**config.mk**
```make
export PLATFORM = sky130hd
export DESIGN_NAME = swcd_command_decode
export DESIGN_NICKNAME = d
export VERILOG_FILES = /design/src/core/swcd_pkg.sv /design/src/core/swcd_command_decode.sv
export SDC_FILE = /design/constraint.sdc
export NUM_CORES = 1
export LEC_CHECK = 0
export BUFFER_PORTS_ARGS = -buffer_cell sky130_fd_sc_hd__buf_2
export CAP_MARGIN = 20
export CELL_PAD_IN_SITES_DETAIL_PLACEMENT = 0
export CELL_PAD_IN_SITES_GLOBAL_PLACEMENT = 2
export CORE_MARGIN = 2
export CORE_UTILIZATION = 35
export CTS_CLUSTER_SIZE = 25
export DETAILED_ROUTE_END_ITERATION = 8
export PLACE_DENSITY_LB_ADDON = 0.1
export RECOVER_POWER = 50
export SLEW_MARGIN = 5
export SYNTH_ARGS = -nofsm -noshare
export SYNTH_HDL_FRONTEND = slang
export SYNTH_SLANG_ARGS = --single-unit
```
**constraint.sdc**
```tcl
create_clock -name mclk -period 3.8 [get_ports mclk]
set_clock_uncertainty 0.05 [all_clocks]
set_input_delay 0 -clock mclk [delete_from_list [all_inputs] [get_ports mclk]]
set_output_delay 0 -clock mclk [all_outputs]
set_load 0.02 [all_outputs]
```
**src/core/swcd_pkg.sv**
```systemverilog
// Constants and types for the single-wire command decoder
package swcd_pkg;

  // Device address byte layout
  localparam int BYTE_BITS   = 8;
  localparam int OPC_MSB     = 7;
  localparam int OPC_LSB     = 4;
  localparam int SEL_MSB     = 3;
  localparam int SEL_LSB     = 1;
  localparam int RW_BIT      = 0;

  // Memory address byte: bit 7 is ignored
  localparam int MEM_ADDR_MSB = 6;
  localparam int MEM_ADDR_W   = 7;

  // Array organisation
  localparam int MAIN_PAGES     = 16;
  localparam int PAGE_BYTES     = 8;
  localparam int MAIN_BYTES     = MAIN_PAGES * PAGE_BYTES;
  localparam int SEC_PAGES      = 4;
  localparam int SEC_SERIAL_PGS = 2;
  localparam int PAGE_BIT_W     = 3;

  // Bit counter limits and values after reset
  localparam logic [2:0] BIT_CNT_RESET    = 3'h0;
  localparam logic [2:0] BIT_CNT_LAST     = 3'h7;
  localparam logic       HIGH_SPEED_RESET = 1'h1;

  typedef enum logic [3:0] {
    OP_FREEZE   = 4'h1,
    OP_LOCK     = 4'h2,
    OP_ZONE     = 4'h7,
    OP_MAIN     = 4'hA,
    OP_SECURITY = 4'hB,
    OP_IDENT    = 4'hC,
    OP_STD_SPD  = 4'hD,
    OP_HIGH_SPD = 4'hE
  } swcd_opcode_type;

  typedef enum logic [2:0] {
    ST_IDLE    = 3'b000,
    ST_DEVADDR = 3'b001,
    ST_ACK_DEV = 3'b010,
    ST_MEMADDR = 3'b011,
    ST_ACK_MEM = 3'b100,
    ST_DONE    = 3'b101,
    ST_MUTE    = 3'b110
  } swcd_state_type;

endpackage

```
**src/core/swcd_command_decode.sv**
```systemverilog
// Command phase decoder of a single-wire serial EEPROM
//
// Contract
// Each access opens with Start, then an 8-bit device address byte.
// Top four bits of the device address byte are the command opcode.
// Bits 3..1 must equal the three fixed slave select bits.
// Bit 0 selects direction: one reads, zero writes.
// Valid opcode and matching select bits give an acknowledge, logic zero.
// Otherwise the line stays undriven until a new Start; back to standby.
// Memory address byte follows; bits 6..0 are the start, bit 7 ignored.
// Main array is sixteen pages of eight bytes, 128 locations.
// Secondary register: four pages; lower two serial, upper two lockable.
// Opcode 1010 selects main array access.
// Opcode 1011 selects secondary register access.
// Opcode 0010 permanently locks the user pages.
// Opcode 0111 reaches the zone protection register.
// Opcode 0001 permanently freezes zone protection state.
// Opcode 1100 returns identification information.
// Opcode 1101 selects or checks standard speed.
// Opcode 1110 selects or checks high speed; high speed after reset.
// Master forms Start by leaving the line released long enough.
// Acknowledge drives low; not-acknowledge never drives the line.
// Address bytes shift in most significant bit first.
`timescale 1ns/1ps

module swcd_command_decode
  import swcd_pkg::*;
(
  // Clock and reset
  input  wire logic                  mclk,
  input  wire logic                  rstn,
  // Decoded bit frames from the frame timer
  input  wire logic                  startCond,
  input  wire logic                  stopCond,
  input  wire logic                  bitStrobe,
  input  wire logic                  bitValue,
  input  wire logic                  ackSlot,
  // Factory slave select straps
  input  wire logic [2:0]            slaveSelect,
  // Data line drive toward the pad
  output logic                       sioOut,
  output logic                       sioOutEn,
  // Decoded command
  output logic                       cmdStart,
  output swcd_opcode_type            cmdOpcode,
  output logic                       cmdRead,
  output logic [MEM_ADDR_W-1:0]      memAddr,
  output logic [PAGE_BIT_W:0]        memPage,
  output logic                       secSerialPage,
  // Mode and status
  output logic                       highSpeed,
  output logic                       secLocked,
  output logic                       zonesFrozen,
  output logic                       standby
);

  swcd_state_type        state;
  swcd_state_type        next_state;
  logic [2:0]            bitCnt;
  logic [BYTE_BITS-1:0]  shiftReg;
  logic [BYTE_BITS-1:0]  byteNow;
  logic                  byteEnd;
  logic                  devAccept;

  function automatic logic isValidOp(input logic [3:0] op);
    case (op)
      OP_FREEZE, OP_LOCK, OP_ZONE, OP_MAIN, OP_SECURITY, OP_IDENT,
      OP_STD_SPD, OP_HIGH_SPD: isValidOp = 1'b1;
      default:                 isValidOp = 1'b0;
    endcase
  endfunction

  function automatic logic isSpeedOp(input logic [3:0] op);
    isSpeedOp = (op == OP_STD_SPD) || (op == OP_HIGH_SPD);
  endfunction

  // Byte so far, newest bit in the LSB, MSB arrived first
  assign byteNow = {shiftReg[BYTE_BITS-2:0], bitValue};
  assign byteEnd = bitStrobe && (bitCnt == BIT_CNT_LAST);

  // Speed checks answer by ACK only in that speed; lock and freeze checks only while not yet set
  always_comb begin
    devAccept = isValidOp(byteNow[OPC_MSB:OPC_LSB])
             && (byteNow[SEL_MSB:SEL_LSB] == slaveSelect);
    if (byteNow[RW_BIT]) begin
      unique case (byteNow[OPC_MSB:OPC_LSB])
        OP_STD_SPD:  devAccept = devAccept && !highSpeed;
        OP_HIGH_SPD: devAccept = devAccept && highSpeed;
        OP_LOCK:     devAccept = devAccept && !secLocked;
        OP_FREEZE:   devAccept = devAccept && !zonesFrozen;
        default:     devAccept = devAccept;
      endcase
    end
  end

  always_comb begin
    next_state = state;
    unique case (state)
      ST_IDLE: next_state = ST_IDLE;
      ST_DEVADDR: begin
        if (byteEnd) begin
          next_state = devAccept ? ST_ACK_DEV : ST_MUTE;
        end
      end
      ST_ACK_DEV: begin
        if (ackSlot) begin
          next_state = isSpeedOp(cmdOpcode) ? ST_DONE : ST_MEMADDR;
        end
      end
      ST_MEMADDR: begin
        if (byteEnd) begin
          next_state = ST_ACK_MEM;
        end
      end
      ST_ACK_MEM: begin
        if (ackSlot) begin
          next_state = ST_DONE;
        end
      end
      ST_DONE: next_state = ST_DONE;
      ST_MUTE: next_state = ST_MUTE;
      default: next_state = ST_IDLE;
    endcase
    // Stop ends anything; Start restarts from any state
    if (stopCond) begin
      next_state = ST_IDLE;
    end
    if (startCond) begin
      next_state = ST_DEVADDR;
    end
  end

  // Sequencing and bit assembly
  always_ff @(posedge mclk) begin
    if (!rstn) begin
      state    <= ST_IDLE;
      bitCnt   <= BIT_CNT_RESET;
      shiftReg <= '0;
    end else begin
      state <= next_state;
      if (startCond || (state != next_state)) begin
        bitCnt <= BIT_CNT_RESET;
      end else if (bitStrobe) begin
        bitCnt <= bitCnt + 3'h1;
      end
      if (bitStrobe) begin
        shiftReg <= byteNow;
      end
    end
  end

  // Command capture
  always_ff @(posedge mclk) begin
    if (!rstn) begin
      cmdOpcode     <= OP_MAIN;
      cmdRead       <= 1'b0;
      memAddr       <= '0;
      memPage       <= '0;
      secSerialPage <= 1'b0;
    end else begin
      if ((state == ST_DEVADDR) && byteEnd) begin
        cmdOpcode <= swcd_opcode_type'(byteNow[OPC_MSB:OPC_LSB]);
        cmdRead   <= byteNow[RW_BIT];
      end
      if ((state == ST_MEMADDR) && byteEnd) begin
        memAddr <= byteNow[MEM_ADDR_MSB:0];
        // Page index: 16 main pages, or 4 secondary pages of 8 bytes
        memPage <= byteNow[MEM_ADDR_MSB:PAGE_BIT_W];
        // Bits above the secondary page field are don't-care there
        secSerialPage <= (cmdOpcode == OP_SECURITY)
                      && (byteNow[PAGE_BIT_W+1:PAGE_BIT_W]
                          < 2'(SEC_SERIAL_PGS));
      end
    end
  end

  // Line drive: one-cycle request; the frame timer stretches it to the hold
  always_ff @(posedge mclk) begin
    if (!rstn) begin
      sioOut   <= 1'b0;
      sioOutEn <= 1'b0;
      cmdStart <= 1'b0;
      standby  <= 1'b1;
    end else begin
      sioOut   <= 1'b0;
      sioOutEn <= ackSlot
               && ((state == ST_ACK_DEV) || (state == ST_ACK_MEM));
      cmdStart <= ackSlot && (state == ST_ACK_MEM);
      standby  <= (next_state == ST_IDLE) || (next_state == ST_MUTE);
    end
  end

  // Sticky mode state; lock and freeze only ever set
  always_ff @(posedge mclk) begin
    if (!rstn) begin
      highSpeed   <= HIGH_SPEED_RESET;
      secLocked   <= 1'b0;
      zonesFrozen <= 1'b0;
    end else begin
      if ((state == ST_ACK_DEV) && ackSlot && !cmdRead) begin
        if (cmdOpcode == OP_STD_SPD) begin
          highSpeed <= 1'b0;
        end else if (cmdOpcode == OP_HIGH_SPD) begin
          highSpeed <= 1'b1;
        end
      end
      if ((state == ST_ACK_MEM) && ackSlot && !cmdRead) begin
        if (cmdOpcode == OP_LOCK) begin
          secLocked <= 1'b1;
        end
        if (cmdOpcode == OP_FREEZE) begin
          zonesFrozen <= 1'b1;
        end
      end
    end
  end

  // Checks
  a_start_opens_dev: assert property (
    @(posedge mclk) disable iff (!rstn)
    startCond |=> (state == ST_DEVADDR) && (bitCnt == BIT_CNT_RESET))
    else $error("start did not open device address phase");

  a_bad_op_mutes: assert property (
    @(posedge mclk) disable iff (!rstn)
    ((state == ST_DEVADDR) && byteEnd && !startCond && !stopCond
     && !isValidOp(byteNow[OPC_MSB:OPC_LSB])) |=> (state == ST_MUTE))
    else $error("invalid opcode not muted");

  a_sel_mismatch_mutes: assert property (
    @(posedge mclk) disable iff (!rstn)
    ((state == ST_DEVADDR) && byteEnd && !startCond && !stopCond
     && (byteNow[SEL_MSB:SEL_LSB] != slaveSelect))
    |=> (state == ST_MUTE))
    else $error("select mismatch not muted");

  a_write_acks: assert property (
    @(posedge mclk) disable iff (!rstn)
    ((state == ST_DEVADDR) && byteEnd && !startCond && !stopCond
     && !byteNow[RW_BIT] && isValidOp(byteNow[OPC_MSB:OPC_LSB])
     && (byteNow[SEL_MSB:SEL_LSB] == slaveSelect))
    |=> (state == ST_ACK_DEV))
    else $error("valid write command not acknowledged");

  a_std_read_gate: assert property (
    @(posedge mclk) disable iff (!rstn)
    ((state == ST_DEVADDR) && byteEnd && !startCond && !stopCond
     && byteNow[RW_BIT] && highSpeed
     && (byteNow[OPC_MSB:OPC_LSB] == OP_STD_SPD)) |=> (state == ST_MUTE))
    else $error("standard speed check acknowledged in high speed");

  a_ack_answers: assert property (
    @(posedge mclk) disable iff (!rstn)
    (((state == ST_ACK_DEV) || (state == ST_ACK_MEM)) && ackSlot)
    |=> sioOutEn && !sioOut)
    else $error("acknowledge slot left undriven");

  a_mute_no_drive: assert property (
    @(posedge mclk) disable iff (!rstn)
    (state == ST_MUTE) [*2] |-> !sioOutEn)
    else $error("line driven while muted");

  a_ack_one_cycle: assert property (
    @(posedge mclk) disable iff (!rstn)
    sioOutEn |-> !sioOut ##1 !sioOutEn)
    else $error("acknowledge not a single low request");

  a_speed_skips_addr: assert property (
    @(posedge mclk) disable iff (!rstn)
    ((state == ST_ACK_DEV) && ackSlot && !startCond && !stopCond
     && isSpeedOp(cmdOpcode)) |=> (state == ST_DONE))
    else $error("speed command expected a memory address");

  a_addr_follows_dev: assert property (
    @(posedge mclk) disable iff (!rstn)
    ((state == ST_ACK_DEV) && ackSlot && !startCond && !stopCond
     && !isSpeedOp(cmdOpcode)) |=> (state == ST_MEMADDR))
    else $error("memory address phase not opened");

  a_rw_captured: assert property (
    @(posedge mclk) disable iff (!rstn)
    ((state == ST_DEVADDR) && byteEnd)
    |=> (cmdRead == $past(bitValue)))
    else $error("direction bit not captured");

  a_addr_msb_first: assert property (
    @(posedge mclk) disable iff (!rstn)
    ((state == ST_MEMADDR) && byteEnd)
    |=> (memAddr == $past({shiftReg[5:0], bitValue})))
    else $error("memory address assembled wrongly");

  a_page_index: assert property (
    @(posedge mclk) disable iff (!rstn)
    ((state == ST_MEMADDR) && byteEnd)
    |=> (memPage == memAddr[MEM_ADDR_W-1:PAGE_BIT_W]))
    else $error("page index does not match address");

  a_serial_page: assert property (
    @(posedge mclk) disable iff (!rstn)
    ((state == ST_MEMADDR) && byteEnd)
    |=> (secSerialPage
         == ((cmdOpcode == OP_SECURITY) && !memAddr[PAGE_BIT_W+1])))
    else $error("serial page flag wrong");

  a_stop_to_idle: assert property (
    @(posedge mclk) disable iff (!rstn)
    (stopCond && !startCond) |=> (state == ST_IDLE) && standby)
    else $error("stop did not return to standby");

  a_speed_after_reset: assert property (
    @(posedge mclk)
    !rstn |=> highSpeed)
    else $error("high speed not selected after reset");

  a_speed_hold: assert property (
    @(posedge mclk) disable iff (!rstn)
    $changed(highSpeed)
    |-> $past(!rstn || ((state == ST_ACK_DEV) && ackSlot && !cmdRead)))
    else $error("speed changed outside a speed command");

  a_high_speed_set: assert property (
    @(posedge mclk) disable iff (!rstn)
    ((state == ST_ACK_DEV) && ackSlot && !cmdRead
     && (cmdOpcode == OP_HIGH_SPD)) |=> highSpeed)
    else $error("high speed not applied");

  a_std_speed_set: assert property (
    @(posedge mclk) disable iff (!rstn)
    ((state == ST_ACK_DEV) && ackSlot && !cmdRead
     && (cmdOpcode == OP_STD_SPD)) |=> !highSpeed ##1 (state != ST_MEMADDR))
    else $error("standard speed not applied");

  a_lock_on_write: assert property (
    @(posedge mclk) disable iff (!rstn)
    ((state == ST_ACK_MEM) && ackSlot && !cmdRead
     && (cmdOpcode == OP_LOCK)) |=> secLocked)
    else $error("lock command did not lock");

  a_freeze_on_write: assert property (
    @(posedge mclk) disable iff (!rstn)
    ((state == ST_ACK_MEM) && ackSlot && !cmdRead
     && (cmdOpcode == OP_FREEZE)) |=> zonesFrozen)
    else $error("freeze command did not freeze");

  a_lock_sticky: assert property (
    @(posedge mclk) disable iff (!rstn)
    (secLocked |=> secLocked) and (zonesFrozen |=> zonesFrozen))
    else $error("permanent lock cleared");

  c_dev_ack: cover property (@(posedge mclk) disable iff (!rstn)
    (state == ST_ACK_DEV) && ackSlot);
  c_main_cmd: cover property (@(posedge mclk) disable iff (!rstn)
    cmdStart && (cmdOpcode == OP_MAIN));
  c_muted: cover property (@(posedge mclk) disable iff (!rstn)
    state == ST_MUTE);
  c_speed_low: cover property (@(posedge mclk) disable iff (!rstn)
    $fell(highSpeed));
  c_lock_set: cover property (@(posedge mclk) disable iff (!rstn)
    $rose(secLocked));

endmodule

```
==> results.sh, run 1 <==
export IMPL_outcome="complete, no violations"
export IMPL_synth_edf_count=0
export IMPL_clockRootBuffer="clkbuf_8"
export IMPL_die_h_um=73.0
export IMPL_reg2reg_depth=7
export IMPL_worst_setup_path_start_kind="flip-flop"
export IMPL_synth_ff_type="dfxtp_1"
export IMPL_cts_tree="done"
export IMPL_ys_top_cells_by_count="dfxtp_1, nand2_1, nor2b_1, mux2i_1"
export IMPL_hp_class="in2reg"
export IMPL_synth_cell_type_count=42
export IMPL_cts_buffer_depth=2
export IMPL_syn_area_mm2=0.00167
export IMPL_antenna_found_initial=0
export IMPL_drive_above_1_share_pct=10.7
export IMPL_syn_avg_cell_area_um2=9.05
export IMPL_synth_nets=198
export IMPL_cp_top_family="compound AO/OA/AOI/OAI gates"
export IMPL_tns_ps=0
export IMPL_die_w_um=73.0
export IMPL_maxSlewViolCount=0
export IMPL_grt_max_degree=31
export IMPL_cp_slowest_cell="a2111o_1"
export IMPL_n_antenna_cell=0
export IMPL_numCtsBuffers=5
export IMPL_crit_type="reg2reg"
export IMPL_yosys_area_top_type="dfxtp_1"
export IMPL_grt_pass1_vias=1272
export IMPL_hold_viol=0
export IMPL_async_flop_share_pct=0
export IMPL_tightest_slew_ps=525
export IMPL_drtPass1Iterations=4
export IMPL_port_buffers=32
export IMPL_vdd_drop_max_mv=0.180
export IMPL_syn2layout_area_growth_pct=14.4
export IMPL_ff2ff_setup_slack_ps=1790
export IMPL_rsz0062_at_grt="false"
export IMPL_worst_path_stages=7
export IMPL_clk_latency_ps=290
export IMPL_ys_warn_count=0
export IMPL_endpoint="standby$_SDFF_PN1_"
export IMPL_end_kind="flip-flop"
export IMPL_grtUsageTotal_pct=14.8
export IMPL_cts_htree_levels=2
export IMPL_cap_violations=0
export IMPL_p_per_area_mw_per_mm2=345
export IMPL_r2r_end="standby$_SDFF_PN1_"
export IMPL_ios=34
export IMPL_relSlewSlack_pct=64.7
export IMPL_post_cts_resize_count=0
export IMPL_drt_iter0_markers=116
export IMPL_grt_pass1_wl_um=5970
export IMPL_yosysSeqAreaShare_pct=39.7
export IMPL_wl_per_cell_um=13.7
export IMPL_place_gp_congestion=0.752
export IMPL_synthTopCellsByArea="dfxtp_1, mux2i_1, nor2b_1, nand2_1, a21boi_0"
export IMPL_initial_core_util_pct=35.7
export IMPL_placed_cells=256
export IMPL_cts_sinks=33
export IMPL_dp_hpwl_um=2620
export IMPL_fmax_ghz=0.498
export IMPL_post_route_drc_count=0
export IMPL_wirelength_um=3680
export IMPL_design_area_mm2=0.00190
export IMPL_nets=227
export IMPL_grt_overflow=0
export IMPL_r2r_start="bitCnt[0]$_SDFFE_PP0P_"
export IMPL_setup_violations_final=0
export IMPL_vias=1359
export IMPL_yosysTopAreaCellShare_pct=39.7
export IMPL_synth_most_common_cell="dfxtp_1"
export IMPL_final_antenna_net_count=0
export IMPL_period_minus_slack_ps=2010
export IMPL_vias_per_cell=5.07
export IMPL_path_common_cell="ha_1"
export IMPL_crit_fanout=8
export IMPL_post_route_period_util_pct=52.9
export IMPL_p_leak_nw=0.711
export IMPL_yosys_register_bits=33
export IMPL_critical_path_cell_chain="ha_1, ha_1, and4b_4, and2_4, a2111o_1, a31oi_2, mux2i_1"
export IMPL_core_mm2=0.00466
export IMPL_cp_startpoint="bitCnt[0]$_SDFFE_PP0P_"
export IMPL_fin_cells=268
export IMPL_path_buf_inv=0
export IMPL_num_rows=25
export IMPL_clk_pin_slew_worst_paths_ps=70
export IMPL_cp_data_required_time_ps=3960
export IMPL_dpl_cell_area_mm2=0.00180
export IMPL_worst_ep_arrival_time_ps=2170
export IMPL_die_area_mm2=0.00533
export IMPL_syn_inst=184
export IMPL_slowest_delay_ps=390
area by class of cell:
cell class,instances,area (um2)
fill,499,2760
multi-input combinational,131,893
sequential,33,661
timing repair buffer,36,174
clock buffer,5,68.8
tap,54,67.6
inverter,6,22.5
clock inverter,3,17.5
worst min-delay path by stage:
stage	to	startpoint	slack, ps	cells past startpoint
2_1_floorplan	state[2]$_SDFF_PN0_	stopCond	30	1
3_3_place_gp	state[1]$_SDFF_PN0_	stopCond	250	2
3_5_place_dp	state[1]$_SDFF_PN0_	stopCond	230	2
4_1_cts	cmdOpcode[1]$_SDFFE_PN1P_	rstn	60	2
5_1_grt	cmdOpcode[1]$_SDFFE_PN1P_	rstn	90	2
6_report	cmdOpcode[1]$_SDFFE_PN1P_	rstn	50	2
flip-flops by register name, indices dropped and copies added (netlist names), named ones only:
| register | count |
|---|---|
| cmdStart | 1 |
| zonesFrozen | 1 |
| cmdOpcode | 4 |
| standby | 1 |
| secSerialPage | 1 |
| cmdRead | 1 |
| highSpeed | 1 |
| bitCnt | 3 |
| sioOutEn | 1 |
| shiftReg | 7 |
| secLocked | 1 |
| memAddr | 7 |
| state | 3 |
per-stage QoR:
step                setup WS, ps  hold slack (ps)  util, %  total power [mW]
floorplan                   1820             28.5        -             0.388
global placement            1830              247     38.7             0.398
detailed placement          1810              233     38.7             0.398
CTS                         1780             62.1     41.4             0.664
global route                1650             85.4     40.9             0.686
finish                      1790             53.9     40.9             0.657
repair_timing:
item / in CTS / in global routing
endpoints found under the hold margin: 5 / 0
hold buffers: 4 / 0
setup buffers: 0 / 0
layout by cell type, fill, tap and decap left out, types with 2 or more instances in the layout:
| cell | n |
|---|---|
| clkbuf_8 | 5 |
| nor3_1 | 4 |
| mux2i_1 | 13 |
| a21boi_0 | 7 |
| o21ai_0 | 8 |
| o22ai_1 | 3 |
| dlygate4sd3_1 | 4 |
| buf_2 | 11 |
| nand4b_1 | 2 |
| nor2_1 | 8 |
| nor4_1 | 3 |
| dfxtp_1 | 33 |
| nor2b_1 | 17 |
| clkinv_2 | 2 |
| nand2_1 | 20 |
| xnor2_1 | 6 |
| inv_1 | 6 |
| ha_1 | 4 |
| clkbuf_1 | 21 |
| o211ai_1 | 2 |
| nand2b_1 | 7 |
| a21oi_1 | 6 |
per-layer routing:
metal	vias to the layer above	track usage, %	wire length [um]
li1	693	-	-
met1	633	19.5	1890
met2	28	22.6	1570
met3	5	4.56	159
met4	0	5.56	55
met5	-	0	0
power by group:
group / internal, mW / switching, mW / total (mW) / leakage, nW
logic: 0.0187 / 0.0201 / 0.0388 / 0.400
clock network: 0.126 / 0.139 / 0.265 / 0.0439
registers: 0.349 / 0.00400 / 0.353 / 0.267
cells by family (layout without fill, tap and decap cells):
logic type / Yosys count / after routing / share of synthesized area [%]
compound gates: 35 / 35 / 14.2
xor+xnor: 7 / 7 / 3.68
fa+ha+maj: 4 / 4 / 3.01
buf+inv: 20 / 50 / 6.69
flops: 33 / 33 / 39.7
mux: 14 / 14 / 9.17
other cells: 1 / 1 / 0.225
simple gates: 70 / 70 / 23.4
worst register-to-register path, stage by stage (launching register included):
cell and delay, ps:
dfxtp_1 320, ha_1 190, ha_1 190, and4b_4 190, and2_4 190, a2111o_1 390, a31oi_2 210, mux2i_1 210
Power figures use the tool's default switching activity.
==> inputs of run 2 (changes only) <==
Settings changed: CORE_UTILIZATION 35 to 32.
Clock period 3.8 ns to 2 ns, I/O delays scaled along.
==> results.sh, run 2 (synthesis results as in run 1) <==
export IMPL_outcome="complete, no violations"
export IMPL_ios=34
export IMPL_hp_class="in2reg"
export IMPL_grt_overflow=0
export IMPL_cts_htree_levels=2
export IMPL_grt_max_degree=22
export IMPL_tns_ps=0
export IMPL_clk_latency_ps=280
export IMPL_end_kind="flip-flop"
export IMPL_die_area_mm2=0.00580
export IMPL_path_common_cell="ha_4"
export IMPL_vias_per_cell=4.74
export IMPL_vias=1370
export IMPL_antenna_found_initial=0
export IMPL_final_common_cell="dfxtp_1"
export IMPL_cap_violations=0
export IMPL_cts_tree="done"
export IMPL_grtUsageTotal_pct=14.2
export IMPL_fin_cells=289
export IMPL_num_rows=26
export IMPL_cts_buffer_depth=2
export IMPL_worst_slack_ps=82.8
export IMPL_cp_slowest_cell="a2111o_1"
export IMPL_maxSlewViolCount=0
export IMPL_final_cell_mix="dfxtp_1, clkbuf_1, nand2_1"
export IMPL_wirelength_um=3860
export IMPL_period_minus_slack_ps=1920
export IMPL_dp_hpwl_um=2800
export IMPL_p_total_mw=1.40
export IMPL_rsz0062_at_grt="false"
export IMPL_n_antenna_cell=0
export IMPL_clockRootBuffer="clkbuf_8"
export IMPL_p_leak_nw=0.749
export IMPL_final_antenna_net_count=0
export IMPL_port_buffers=32
export IMPL_slowest_delay_ps=420
export IMPL_critical_path_cell_chain="ha_4, ha_4, and4b_4, and2_4, a2111o_1, a31oi_4, mux2i_1"
export IMPL_worst_ep_arrival_time_ps=2080
export IMPL_die_w_um=76.1
export IMPL_syn2layout_area_growth_pct=22.3
export IMPL_largestRegisters="memAddr (7), shiftReg (7), cmdOpcode (4)"
export IMPL_cp_data_required_time_ps=2160
export IMPL_grt_pass1_wl_um=6510
export IMPL_fmax_ghz=0.522
export IMPL_drive_above_1_share_pct=15.1
export IMPL_post_route_period_util_pct=95.9
export IMPL_setup_violations_final=0
export IMPL_hold_viol=0
export IMPL_initial_core_util_pct=32.8
export IMPL_drtPass1Iterations=4
export IMPL_crit_fanout=4
export IMPL_p_per_area_mw_per_mm2=689
export IMPL_drt_iter0_markers=50
export IMPL_die_h_um=76.1
export IMPL_cts_sinks=33
export IMPL_post_route_drc_count=0
export IMPL_hold_worst_slack_ps=116
export IMPL_numCtsBuffers=5
export IMPL_grt_pass1_vias=1345
export IMPL_vdd_drop_max_mv=0.232
export IMPL_crit_type="reg2reg"
export IMPL_pre_cts_ws_ps=-13.2
export IMPL_cp_top_family="compound AO/OA/AOI/OAI gates"
export IMPL_clk_pin_slew_worst_paths_ps=60
export IMPL_place_gp_congestion=0.756
export IMPL_path_buf_inv=0
export IMPL_wl_per_cell_um=13.3
export IMPL_nets=232
export IMPL_core_mm2=0.00507
export IMPL_worst_setup_path_start_kind="flip-flop"
export IMPL_placed_cells=276
-- run 2: report_power, final --
| group | internal [mW] | leakage (nW) | total, mW | switching [mW] |
|---|---|---|---|---|
| registers | 0.664 | 0.268 | 0.672 | 0.00838 |
| logic | 0.0395 | 0.422 | 0.0806 | 0.0411 |
| clock network | 0.406 | 0.0585 | 0.652 | 0.245 |
| total | 1.11 | 0.749 | 1.40 | 0.295 |
-- run 2: timing repair --
item / in CTS / in global routing
endpoints found under the hold margin: 9 / 0
gates resized for setup: 1 / 8
setup endpoints to repair: 1 / 2
pin swaps: 1 / 1
setup buffers: 0 / 1
hold buffers: 4 / 0
-- run 2: metal layers --
metal | track usage [%] | part of all wire [%] | vias up
met1 | 17.6 | 49 | 645
met2 | 23.3 | 47 | 21
li1 | - | - | 700
met5 | 0 | 0 | -
met3 | 4.03 | 2.7 | 4
met4 | 5.45 | 1.1 | 0
-- run 2: through the flow --
stage | area, um2 | utilization, %
2_1_floorplan | 1670 | -
3_3_place_gp | 1850 | 36.5
3_5_place_dp | 1850 | 36.5
4_1_cts | 2020 | 39.8
5_1_grt | 2040 | 40.1
6_report | 2040 | 40.1
-- run 2: worst reg2reg max path, stage by stage (launching register included) --
cell	delay [ps]
dfxtp_2	340
ha_4	160
ha_4	150
and4b_4	180
and2_4	160
a2111o_1	420
a31oi_4	190
mux2i_1	200
-- run 2: cell type report --
type | count | area, um2
multi-input combinational | 131 | 936
sequential | 33 | 663
timing repair buffer | 41 | 211
fill | 555 | 3040
inverter | 6 | 22.5
clock buffer | 7 | 86.3
clock inverter | 1 | 30.0
tap | 70 | 87.6
-- run 2: worst paths after layout --
check	depth (start not counted)	startpoint	slack, ps	endpoint
setup / recovery	7	bitCnt[0]$_SDFFE_PP0P_	80	standby$_SDFF_PN1_
hold / removal	4	ackSlot	120	cmdStart$_SDFF_PN0_
setup reg to reg	7	bitCnt[0]$_SDFFE_PP0P_	80	standby$_SDFF_PN1_
hold reg to reg	2	memAddr[2]$_SDFFE_PN0P_	420	memAddr[2]$_SDFFE_PN0P_
